$ cat config.mk
export PLATFORM = sky130hd
export DESIGN_NAME = ocu_clock_unit
export DESIGN_NICKNAME = d
export VERILOG_FILES = /design/src/osg_pkg.sv /design/src/osg_tick_if.sv /design/src/osg_clock_unit.sv /design/src/osg_div.sv /design/src/osg_guard_filter.sv
export SDC_FILE = /design/constraint.sdc
export NUM_CORES = 1
export LEC_CHECK = 0
export BUFFER_PORTS_ARGS = -buffer_cell sky130_fd_sc_hd__buf_2
export CORE_MARGIN = 4
export CORE_UTILIZATION = 60
export CTS_BUF_LIST = sky130_fd_sc_hd__clkbuf_16
export CTS_CLUSTER_DIAMETER = 150
export CTS_CLUSTER_SIZE = 8
export DETAILED_ROUTE_END_ITERATION = 10
export GPL_TIMING_DRIVEN = 0
export PLACE_DENSITY = 0.83
export SKIP_LAST_GASP = 1
export SLEW_MARGIN = 5
export SYNTH_ARGS = -nofsm -noshare
export SYNTH_HDL_FRONTEND = slang
export SYNTH_SLANG_ARGS = --single-unit
$ cat constraint.sdc
create_clock -name core_clk_i -period 3.2 [get_ports core_clk_i]
set_input_delay 0.64 -clock core_clk_i [delete_from_list [all_inputs] [get_ports core_clk_i]]
set_output_delay 0.64 -clock core_clk_i [all_outputs]
set_load 0.1 [all_outputs]
$ cat src/osg_pkg.sv
// constants, states and register map of the oscillator safeguard clock unit
// assumes a single 50 MHz core clock; oscillator edges arrive as sampled levels
// Functional notes
// timer, converter, watchdog clock is internal divided by 12
// core machine cycle is internal clock divided by 13
// instructions last two, four or five machine cycles
// oscillator source fixed by configuration option
// stop bit high stops main oscillator when guarded
// software stop starts auxiliary oscillator as clock
// clearing stop bit or any reset restarts main
// restart waits start-up plus one auxiliary-rate instruction
// auxiliary clock begins one period after missing edge
// code runs normally at reduced auxiliary rate
// auxiliary oscillator clocks power-on delay counter; with the guard option off the code counts main oscillator edges instead
// auxiliary oscillator off once main oscillator runs
// guard set only by option; gates auxiliary use
// guard drops spike edges, caps internal frequency
// avoid guard for precise timing or serial links
// other converter control bits have no function
// guard enable option loaded at reset
// oscillator type option selects resistor network mode
// without guard, stop bit cannot stop main oscillator
// source switching glitch-free, no short clock pulse
package ocu_pkg;

  // timing base
  localparam int CLK_PERIOD_NS = 20;
  localparam int AUX_PERIOD_NS = 2000;
  localparam int AUX_DIV_CYC = AUX_PERIOD_NS / CLK_PERIOD_NS;
  localparam int GUARD_MIN_NS = 125;
  localparam int GUARD_MIN_CYC = (GUARD_MIN_NS + CLK_PERIOD_NS - 1) / CLK_PERIOD_NS;
  localparam int MISS_NS = 1000;
  localparam int MISS_CYC = MISS_NS / CLK_PERIOD_NS;

  // divider ratios
  localparam int PERIPH_DIV = 12;
  localparam int CORE_DIV = 13;

  // start-up and power-on counts
  localparam logic [4:0] STARTUP_EDGES = 5'h10;
  localparam int CLR_INSTR_MC = 4;
  localparam logic [5:0] CLR_AUX_TICKS = 6'(CLR_INSTR_MC * CORE_DIV);
  localparam logic [6:0] POR_TICKS = 7'h40;

  // register map
  localparam logic [7:0] CCR_ADDR = 8'hD1;
  localparam logic [7:0] STAT_ADDR = 8'hD3;
  localparam int CCR_STOP_BIT = 2;
  localparam logic CCR_STOP_RST = 1'b0;
  localparam int STAT_AUX_BIT = 0;
  localparam int STAT_MAIN_BIT = 1;
  localparam int STAT_GUARD_BIT = 2;
  localparam int STAT_RC_BIT = 3;

  // instruction lengths in machine cycles
  localparam logic [1:0] INSTR_LEN_2 = 2'h0;
  localparam logic [1:0] INSTR_LEN_4 = 2'h1;
  localparam logic [2:0] MC_2 = 3'h2;
  localparam logic [2:0] MC_4 = 3'h4;
  localparam logic [2:0] MC_5 = 3'h5;

  typedef enum logic [2:0] {
    ST_POR,
    ST_MAIN,
    ST_AUX_WAIT,
    ST_AUX,
    ST_RESTART
  } ocu_state_t;

endpackage

$ cat src/osg_tick_if.sv
// one-cycle tick carrier between the clock unit and its dividers
// assumes producer and consumer share the core clock
`timescale 1ns/1ps
interface ocu_tick_if;
  logic tick;
  modport src (output tick);
  modport snk (input tick);
endinterface

$ cat src/osg_clock_unit.sv
// clock generation and supervision: source selection, dividers, option load
// assumes option straps are stable at reset release; one 50 MHz core clock
//
// Decided for this implementation: strobed register access.
`timescale 1ns/1ps
module ocu_clock_unit
  import ocu_pkg::*;
(
  // clock and reset
  input wire logic core_clk_i,
  input wire logic rst_n_i,
  // option straps
  input wire logic guard_enable_option_i,
  input wire logic osc_type_option_i,
  // main oscillator input and oscillator enables
  input wire logic main_osc_i,
  output logic main_osc_en_o,
  output logic aux_osc_en_o,
  // register port
  input wire logic [7:0] addr_i,
  input wire logic [7:0] wdata_i,
  input wire logic wr_i,
  input wire logic rd_i,
  output logic [7:0] rdata_o,
  // derived clocks
  output logic int_clk_tick_o,
  output logic periph_tick_o,
  output logic core_tick_o,
  // instruction timing
  input wire logic instr_start_i,
  input wire logic [1:0] instr_len_i,
  output logic instr_busy_o,
  output logic instr_done_o,
  // status
  output logic clk_src_aux_o,
  output logic por_done_o,
  output logic rc_mode_o,
  output logic guard_active_o
);

  localparam int AUX_WAIT_MAX = AUX_DIV_CYC + 1;

  ocu_state_t state_ff;
  ocu_state_t nxt_state;
  logic opt_ld_ff;
  logic guard_opt_ff;
  logic rc_opt_ff;
  logic main_osc_stop_ff;
  logic [6:0] aux_cnt_ff;
  logic [6:0] por_cnt_ff;
  logic [4:0] start_cnt_ff;
  logic [5:0] tail_cnt_ff;
  logic [7:0] rdata_ff;
  logic [2:0] mc_cnt_ff;
  logic [2:0] mc_target_ff;
  logic instr_busy_ff;
  logic instr_done_ff;
  logic main_edge;
  logic main_miss;
  logic aux_en;
  logic aux_tick;
  logic int_tick;
  logic por_tick;
  logic por_done;
  logic start_done;
  logic tail_done;
  logic ccr_wr;
  logic [7:0] ccr_rd;
  logic [7:0] stat_rd;
  logic [7:0] nxt_rdata;
  logic [2:0] mc_len;
  logic mc_last;

  ocu_tick_if periph_if ();
  ocu_tick_if core_if ();

  ////////////////////////////////////////////////////////////////////////////
  // option load after reset release
  always_ff @(posedge core_clk_i or negedge rst_n_i)
  begin
    if (!rst_n_i)
    begin
      opt_ld_ff <= 1'b0;
      guard_opt_ff <= 1'b0;
      rc_opt_ff <= 1'b0;
    end
    else if (!opt_ld_ff)
    begin
      opt_ld_ff <= 1'b1;
      guard_opt_ff <= guard_enable_option_i;
      rc_opt_ff <= osc_type_option_i;
    end
  end

  ////////////////////////////////////////////////////////////////////////////
  // main oscillator edge qualification
  ocu_guard_filter u_filter (
    .core_clk_i (core_clk_i),
    .rst_n_i (rst_n_i),
    .osc_i (main_osc_i && main_osc_en_o),
    .guard_en_i (guard_opt_ff),
    .edge_o (main_edge),
    .miss_o (main_miss)
  );

  ////////////////////////////////////////////////////////////////////////////
  // auxiliary oscillator, phase restarts whenever it is enabled
  assign aux_en = guard_opt_ff && (state_ff != ST_MAIN);
  assign aux_tick = aux_en && (aux_cnt_ff == 7'(AUX_DIV_CYC - 1));

  always_ff @(posedge core_clk_i or negedge rst_n_i)
  begin
    if (!rst_n_i)
      aux_cnt_ff <= 7'h0;
    else if (!aux_en || aux_tick)
      aux_cnt_ff <= 7'h0;
    else
      aux_cnt_ff <= aux_cnt_ff + 7'h1;
  end

  ////////////////////////////////////////////////////////////////////////////
  // power-on delay counter
  assign por_tick = guard_opt_ff ? aux_tick : main_edge;
  assign por_done = por_cnt_ff == POR_TICKS;

  always_ff @(posedge core_clk_i or negedge rst_n_i)
  begin
    if (!rst_n_i)
      por_cnt_ff <= 7'h0;
    else if (state_ff == ST_POR && por_tick && !por_done)
      por_cnt_ff <= por_cnt_ff + 7'h1;
  end

  ////////////////////////////////////////////////////////////////////////////
  // start-up edge count and auxiliary-rate instruction tail
  assign start_done = start_cnt_ff == STARTUP_EDGES;
  assign tail_done = tail_cnt_ff == CLR_AUX_TICKS - 6'h1;

  always_ff @(posedge core_clk_i or negedge rst_n_i)
  begin
    if (!rst_n_i)
      start_cnt_ff <= 5'h0;
    else if (!main_osc_en_o || main_miss || state_ff == ST_MAIN)
      start_cnt_ff <= 5'h0;
    else if (main_edge && !start_done)
      start_cnt_ff <= start_cnt_ff + 5'h1;
  end

  always_ff @(posedge core_clk_i or negedge rst_n_i)
  begin
    if (!rst_n_i)
      tail_cnt_ff <= 6'h0;
    else if (state_ff != ST_RESTART || !start_done)
      tail_cnt_ff <= 6'h0;
    else if (aux_tick && !tail_done)
      tail_cnt_ff <= tail_cnt_ff + 6'h1;
  end

  ////////////////////////////////////////////////////////////////////////////
  // source selection
  always_comb
  begin
    nxt_state = state_ff;
    case (state_ff)
      ST_POR:
        if (opt_ld_ff && por_done && (start_done || !guard_opt_ff))
          nxt_state = ST_MAIN;
      ST_MAIN:
        if (guard_opt_ff && main_osc_stop_ff)
          nxt_state = ST_AUX;
        else if (guard_opt_ff && main_miss)
          nxt_state = ST_AUX_WAIT;
      ST_AUX_WAIT:
        if (aux_tick)
          nxt_state = ST_AUX;
      ST_AUX:
        if (!main_osc_stop_ff)
          nxt_state = ST_RESTART;
      ST_RESTART:
        if (main_osc_stop_ff)
          nxt_state = ST_AUX;
        else if (start_done && tail_done && aux_tick)
          nxt_state = ST_MAIN;
      default:
        nxt_state = ST_POR;
    endcase
  end

  always_ff @(posedge core_clk_i or negedge rst_n_i)
  begin
    if (!rst_n_i)
      state_ff <= ST_POR;
    else
      state_ff <= nxt_state;
  end

  // internal clock: one source at a time; switch back to main only on an auxiliary tick
  assign int_tick = (state_ff == ST_MAIN) ? main_edge :
                    ((state_ff == ST_AUX || state_ff == ST_RESTART) ? aux_tick : 1'b0);
  assign main_osc_en_o = !(guard_opt_ff && main_osc_stop_ff);
  assign aux_osc_en_o = aux_en;
  assign int_clk_tick_o = int_tick;
  assign clk_src_aux_o = state_ff == ST_AUX || state_ff == ST_RESTART;
  assign por_done_o = state_ff != ST_POR;
  assign rc_mode_o = rc_opt_ff;
  assign guard_active_o = guard_opt_ff;

  ////////////////////////////////////////////////////////////////////////////
  // dividers
  ocu_div #(.DIV(PERIPH_DIV)) u_periph_div (
    .core_clk_i (core_clk_i),
    .rst_n_i (rst_n_i),
    .tick_i (int_tick),
    .out_if (periph_if)
  );

  ocu_div #(.DIV(CORE_DIV)) u_core_div (
    .core_clk_i (core_clk_i),
    .rst_n_i (rst_n_i),
    .tick_i (int_tick),
    .out_if (core_if)
  );

  assign periph_tick_o = periph_if.tick;
  assign core_tick_o = core_if.tick;

  ////////////////////////////////////////////////////////////////////////////
  // register port
  assign ccr_wr = wr_i && (addr_i == CCR_ADDR);
  assign ccr_rd = {5'h00, main_osc_stop_ff, 2'h0};
  assign stat_rd = {4'h0, rc_opt_ff, guard_opt_ff, state_ff == ST_MAIN, clk_src_aux_o};
  assign nxt_rdata = !rd_i ? 8'h00 :
                     (addr_i == CCR_ADDR) ? ccr_rd :
                     (addr_i == STAT_ADDR) ? stat_rd : 8'h00;
  assign rdata_o = rdata_ff;

  always_ff @(posedge core_clk_i or negedge rst_n_i)
  begin
    if (!rst_n_i)
      main_osc_stop_ff <= CCR_STOP_RST;
    else if (ccr_wr)
      main_osc_stop_ff <= wdata_i[CCR_STOP_BIT];
  end

  always_ff @(posedge core_clk_i or negedge rst_n_i)
  begin
    if (!rst_n_i)
      rdata_ff <= 8'h00;
    else
      rdata_ff <= nxt_rdata;
  end

  ////////////////////////////////////////////////////////////////////////////
  // instruction machine-cycle timing
  assign mc_len = (instr_len_i == INSTR_LEN_2) ? MC_2 :
                  ((instr_len_i == INSTR_LEN_4) ? MC_4 : MC_5);
  assign mc_last = core_if.tick && (mc_cnt_ff == mc_target_ff - 3'h1);
  assign instr_busy_o = instr_busy_ff;
  assign instr_done_o = instr_done_ff;

  always_ff @(posedge core_clk_i or negedge rst_n_i)
  begin
    if (!rst_n_i)
    begin
      mc_cnt_ff <= 3'h0;
      mc_target_ff <= MC_2;
      instr_busy_ff <= 1'b0;
      instr_done_ff <= 1'b0;
    end
    else
    begin
      instr_done_ff <= instr_busy_ff && mc_last;
      if (!instr_busy_ff && instr_start_i)
      begin
        mc_cnt_ff <= 3'h0;
        mc_target_ff <= mc_len;
        instr_busy_ff <= 1'b1;
      end
      else if (instr_busy_ff && core_if.tick)
      begin
        mc_cnt_ff <= mc_cnt_ff + 3'h1;
        instr_busy_ff <= !mc_last;
      end
    end
  end
endmodule

$ cat src/osg_div.sv
// tick divider: one output tick per DIV input ticks
// assumes input ticks are single-cycle pulses on the core clock
`timescale 1ns/1ps
module ocu_div
  import ocu_pkg::*;
#(
  parameter int DIV = 12
)
(
  // clock and reset
  input wire logic core_clk_i,
  input wire logic rst_n_i,
  // ticks
  input wire logic tick_i,
  ocu_tick_if.src out_if
);

  logic [3:0] cnt_ff;
  logic [3:0] nxt_cnt;
  logic tick_ff;
  logic wrap;
  logic [3:0] seen_ff;

  assign wrap = tick_i && (cnt_ff == 4'(DIV - 1));
  assign nxt_cnt = wrap ? 4'h0 : (tick_i ? cnt_ff + 4'h1 : cnt_ff);
  assign out_if.tick = tick_ff;

  always_ff @(posedge core_clk_i or negedge rst_n_i)
  begin
    if (!rst_n_i)
    begin
      cnt_ff <= 4'h0;
      tick_ff <= 1'b0;
    end
    else
    begin
      cnt_ff <= nxt_cnt;
      tick_ff <= wrap;
    end
  end

  ////////////////////////////////////////////////////////////////////////////
  // input ticks counted between output ticks
  always_ff @(posedge core_clk_i or negedge rst_n_i)
  begin
    if (!rst_n_i)
      seen_ff <= 4'h0;
    else if (tick_ff)
      seen_ff <= tick_i ? 4'h1 : 4'h0;
    else
      seen_ff <= seen_ff + (tick_i ? 4'h1 : 4'h0);
  end
endmodule

$ cat src/osg_guard_filter.sv
// main oscillator edge qualifier: spike rejection and missing-edge detection
// assumes the oscillator level is sampled synchronously to the core clock
`timescale 1ns/1ps
module ocu_guard_filter
  import ocu_pkg::*;
(
  // clock and reset
  input wire logic core_clk_i,
  input wire logic rst_n_i,
  // oscillator and control
  input wire logic osc_i,
  input wire logic guard_en_i,
  // qualified outputs
  output logic edge_o,
  output logic miss_o
);

  logic osc_d_ff;
  logic [5:0] gap_ff;
  logic [5:0] nxt_gap;
  logic edge_ff;
  logic rise;
  logic spaced;
  logic accept;

  assign rise = osc_i && !osc_d_ff;
  assign spaced = gap_ff >= 6'(GUARD_MIN_CYC - 1);
  assign accept = rise && (!guard_en_i || spaced);
  assign nxt_gap = accept ? 6'h0 : (gap_ff == 6'(MISS_CYC) ? gap_ff : gap_ff + 6'h1);
  assign edge_o = edge_ff;
  assign miss_o = gap_ff == 6'(MISS_CYC);

  always_ff @(posedge core_clk_i or negedge rst_n_i)
  begin
    if (!rst_n_i)
    begin
      osc_d_ff <= 1'b0;
      gap_ff <= 6'h0;
      edge_ff <= 1'b0;
    end
    else
    begin
      osc_d_ff <= osc_i;
      gap_ff <= nxt_gap;
      edge_ff <= accept;
    end
  end
endmodule

==> metrics.md <==
| Metric | Value |
|---|---|
| Total die area | `0.00646 mm²` |
| Post-synthesis cell type with the largest combined area | `sky130_fd_sc_hd__dfrtp_1` |
| Critical path peak fanout | `10` |
| Mapped Area | `0.00314 mm²` |
| Final Setup Violations | `0` |
| Layout overhead on the synthesized area | `17.6%` |
| Top area cells in the synthesized netlist | `sky130_fd_sc_hd__dfrtp_1 (49%), sky130_fd_sc_hd__ha_1 (5.2%), sky130_fd_sc_hd__xnor2_1 (5.0%), sky130_fd_sc_hd__nor2_1 (4.2%), sky130_fd_sc_hd__xor2_1 (3.9%)` |
| Hold buffer count at cts | `0` |
| Number of different library cells in the post-synthesis netlist | `53` |
| Critical-path cell list | `clkbuf_1 -> nor3b_1 -> o2111ai_1 -> nand2_1 -> clkbuf_2 -> buf_4` |
| Crit path largest cell delay | `0.37 ns` |
| Main combinational cell family by area after synthesis | `simple AND/OR/NAND/NOR gates` |
| Depth of the most critical reg-to-reg path | `6` |
| GR Util All Layers | `0.208` |
| Final Critical Period | `3.00 ns` |
| Accumulated negative setup slack | `0 ns` |
| Worst-case vdd ir drop | `0.540 mV` |
| Drt pass-1 iters | `4` |
| Number of enable-type register cells in the synthesized netlist | `0` |
| Hold WC Path Type | `in2async` |
| Number of synthesized register bits | `62` |
| Post-DRT Antenna Nets | `0` |
| Normalized max-slew margin | `0.484` |
| Final design area excluding fillers | `0.00370 mm²` |
| Final estimated routing congestion in global placement | `0.801` |
| Most frequent cells in the layout | `sky130_fd_sc_hd__dfrtp_1 (61), sky130_fd_sc_hd__nor2_1 (35), sky130_fd_sc_hd__buf_2 (31)` |
| Pin slew with the least headroom to its limit | `0.770 ns` |
| N_diodes | `0` |
| Total clock buffers created by CTS | `9` |
| Syn Inst Count | `303` |
| Number of vias after detailed routing | `2302` |
| GR Overflow Total | `0` |
| Skew-Pair Late Insertion Delay | `0.33 ns` |
| Num ports | `45` |
| RR Startpoint | `start_cnt_ff[0]$_DFFE_PN0P_` |
| Period Utilization, post-route | `0.937` |
| Ys async rst share | `1.00` |
| Core Area | `0.00511 mm²` |
| Number of port buffers | `33` |
| Proportion of synthesized chip area in sequential cells | `0.494` |
| Reported leakage power | `1.77 nW` |
| Maximum clock insertion buffer count | `2` |
| Root Buffer Master | `sky130_fd_sc_hd__clkbuf_16` |
| TritonCTS clock tree | `done` |
| Setup slack on the worst flop-to-flop path | `0.82 ns` |
| Pins over their slew limit | `0` |
| Antenna violations before repair | `0` |
| Fmax achieved | `334 MHz` |
| Post-CTS setup buffer count | `0` |
| Iter 0 DRT Violations | `97` |
| Place WS | `0.303 ns` |
| Via count of the first global-routing pass | `2295` |
| Total power density per cell area | `611 mW/mm²` |
| Max-capacitance violation count | `0` |
| Maximum number of pins on one net before global-route repair | `63` |
| Required time of the worst setup path | `2.56 ns` |
| Area share of xor/xnor cells in the synthesized design | `0.0892` |
| Die extent in y | `80.4 µm` |
| Width of the die | `80.4 µm` |
| Global-route wire length before repair | `10.2 mm` |
| Setup ws final | `0.203 ns` |
| Average cell area after synthesis | `10.4 µm²` |
| Smallest hold slack | `0.390 ns` |
| Count of standard-cell rows | `26` |
| Clock Sink Count | `62` |
| Detailed-placement wirelength estimate | `3.86 mm` |
| Worst setup path class | `reg2out` |
| Critical R2R Capture | `state_ff[0]$_DFFE_PN0P_` |
| Result of the run | `completed` |
| Predominant post-synthesis flop cell | `sky130_fd_sc_hd__dfrtp_1` |
| Register clock-pin slew on the reported worst setup and hold paths | `0.05 ns` |
| Starting Density | `0.615` |
| Via density per instance | `5.42` |
| Number of warnings reported in the yosys synthesis log | `0` |
| Remaining design rule violation count | `0` |
| Critical path data arrival time | `2.36 ns` |
| RSZ-0062 raised after global routing | `no` |
| Fraction of the mapped netlist area in compound gates | `0.0800` |
| NumNets Final | `389` |
| Detailed-route wire length per cell | `13.6 µm` |
| Startpoint type of the worst setup path | `flop` |
| Share of post-route cells with drive strength above 1 | `0.197` |
| Fraction of post-synthesis cell area in the top cell type by area | `0.486` |
| Post-Synth Simple-Gate Area | `0.209` |
| Mux share of post-synthesis cell area | `0.0362` |
| Area of placed instances | `0.00341 mm²` |
| H-tree level count | `3` |
| Element type at the critical path end | `output pin` |
| Worst Clk Skew | `0.00638 ns` |
| Hold violation count in the final report | `0` |
| Drt total wl | `5.78 mm` |
| Adder-cell share of the synthesized area | `0.0518` |
| Most common library cell in the layout ignoring fill and taps | `sky130_fd_sc_hd__dfrtp_1` |
| Slowest cell on the critical path | `sky130_fd_sc_hd__dfrtp_1` |
==> where the power goes <==
| group | switching [mW] | leakage (nW) | internal [mW] |
|---|---|---|---|
| logic | 0.208 | 0.803 | 0.151 |
| clock network | 0.324 | 0.149 | 0.590 |
| registers | 0.104 | 0.822 | 0.884 |
==> worst max-delay path: cells and delay by family, from the launching register on <==
kind | cells | cell delay (ns)
buf+inv | 3 | 0.91
simple gates | 2 | 0.60
flops | 1 | 0.37
compound gates | 1 | 0.15
==> layout make-up <==
cell class,instances,area [µm²]
buffer,12,61.3
clock buffer,9,225
clock inverter,7,58.8
fill,356,1410
inverter,15,56.3
multi-input combinational,217,1490
sequential,62,1550
tap,70,87.6
timing repair buffer,33,170
==> stage by stage <==
step	util	std cells	total power, mW
3_3_place_gp	0.667	409	1.33
4_1_cts	0.724	425	2.28
3_5_place_dp	0.668	409	1.35
5_1_grt	0.724	425	2.38
2_1_floorplan	-	306	1.26
6_report	0.724	425	2.26
==> logic make-up after synthesis <==
| kind of cell | after synthesis |
|---|---|
| AND/OR/NAND/NOR | 123 |
| flip-flops | 62 |
| AO/OA/AOI/OAI | 34 |
| XOR/XNOR | 32 |
| buffers and inverters | 27 |
| adder cells (fa/ha/maj) | 13 |
| multiplexers | 10 |
| other | 2 |
==> sequential cells by signal, indices dropped and copies added (netlist names) <==
signal,flops
mc_target_ff,3
rdata_o,4
u_filter.gap_ff,6
mc_cnt_ff,3
u_core_div.out_if.tick,1
rc_mode_o,1
instr_done_o,1
u_filter.osc_d_ff,1
u_core_div.cnt_ff,4
instr_busy_o,1
tail_cnt_ff,6
start_cnt_ff,5
u_periph_div.out_if.tick,1
opt_ld_ff,1
por_cnt_ff,7
u_periph_div.cnt_ff,4
state_ff,3
main_osc_stop_ff,1
guard_active_o,1
u_filter.edge_o,1
aux_cnt_ff,7
==> metal layers <==
layer  routed length [µm]  vias to the layer above  track usage
met5                    0                        -            0
met4                  138                        0       0.0997
met3                  180                       14       0.0661
met2                 3030                       31        0.350
met1                 2430                     1127        0.237
li1                     -                     1130            -
==> synth_stat cells, types with 2 or more instances <==
master / number
sky130_fd_sc_hd__dfrtp_1: 61
sky130_fd_sc_hd__nor2_1: 35
sky130_fd_sc_hd__nand2_1: 26
sky130_fd_sc_hd__xnor2_1: 18
sky130_fd_sc_hd__nand3_1: 16
sky130_fd_sc_hd__inv_1: 15
sky130_fd_sc_hd__xor2_1: 14
sky130_fd_sc_hd__ha_1: 13
sky130_fd_sc_hd__o21ai_0: 9
sky130_fd_sc_hd__and3_1: 8
sky130_fd_sc_hd__mux2_2: 7
sky130_fd_sc_hd__nand4_1: 7
sky130_fd_sc_hd__a21oi_1: 6
sky130_fd_sc_hd__clkbuf_1: 6
sky130_fd_sc_hd__nor3_1: 6
sky130_fd_sc_hd__a22o_1: 4
sky130_fd_sc_hd__buf_4: 4
sky130_fd_sc_hd__and2_1: 3
sky130_fd_sc_hd__a21o_1: 2
sky130_fd_sc_hd__a31oi_1: 2
sky130_fd_sc_hd__buf_1: 2
sky130_fd_sc_hd__conb_1: 2
sky130_fd_sc_hd__mux2i_1: 2
sky130_fd_sc_hd__nand2b_1: 2
sky130_fd_sc_hd__nand4bb_1: 2
sky130_fd_sc_hd__nor2b_1: 2
sky130_fd_sc_hd__nor3b_1: 2
sky130_fd_sc_hd__or3_1: 2
==> worst max-delay path by stage <==
| stage | slack [ns] | cells past startpoint | end | start |
|---|---|---|---|---|
| finish | 0.20 | 6 | int_clk_tick_o | state_ff[2]$_DFFE_PN0P_ |
| global route | 0.06 | 6 | int_clk_tick_o | state_ff[2]$_DFFE_PN0P_ |
| CTS | 0.06 | 6 | int_clk_tick_o | state_ff[2]$_DFFE_PN0P_ |
| detailed placement | 0.30 | 6 | int_clk_tick_o | state_ff[2]$_DFFE_PN0P_ |
| global placement | 0.43 | 6 | int_clk_tick_o | state_ff[2]$_DFFE_PN0P_ |
| floorplan | 0.02 | 4 | int_clk_tick_o | guard_active_o$_DFFE_PN0N_ |
==> repair_timing <==
item                       CTS  global route
gates resized for setup      1             2
pin swaps                    0             0
setup endpoints to repair    1             1
Note: power is estimated with default switching activity, not from simulation.
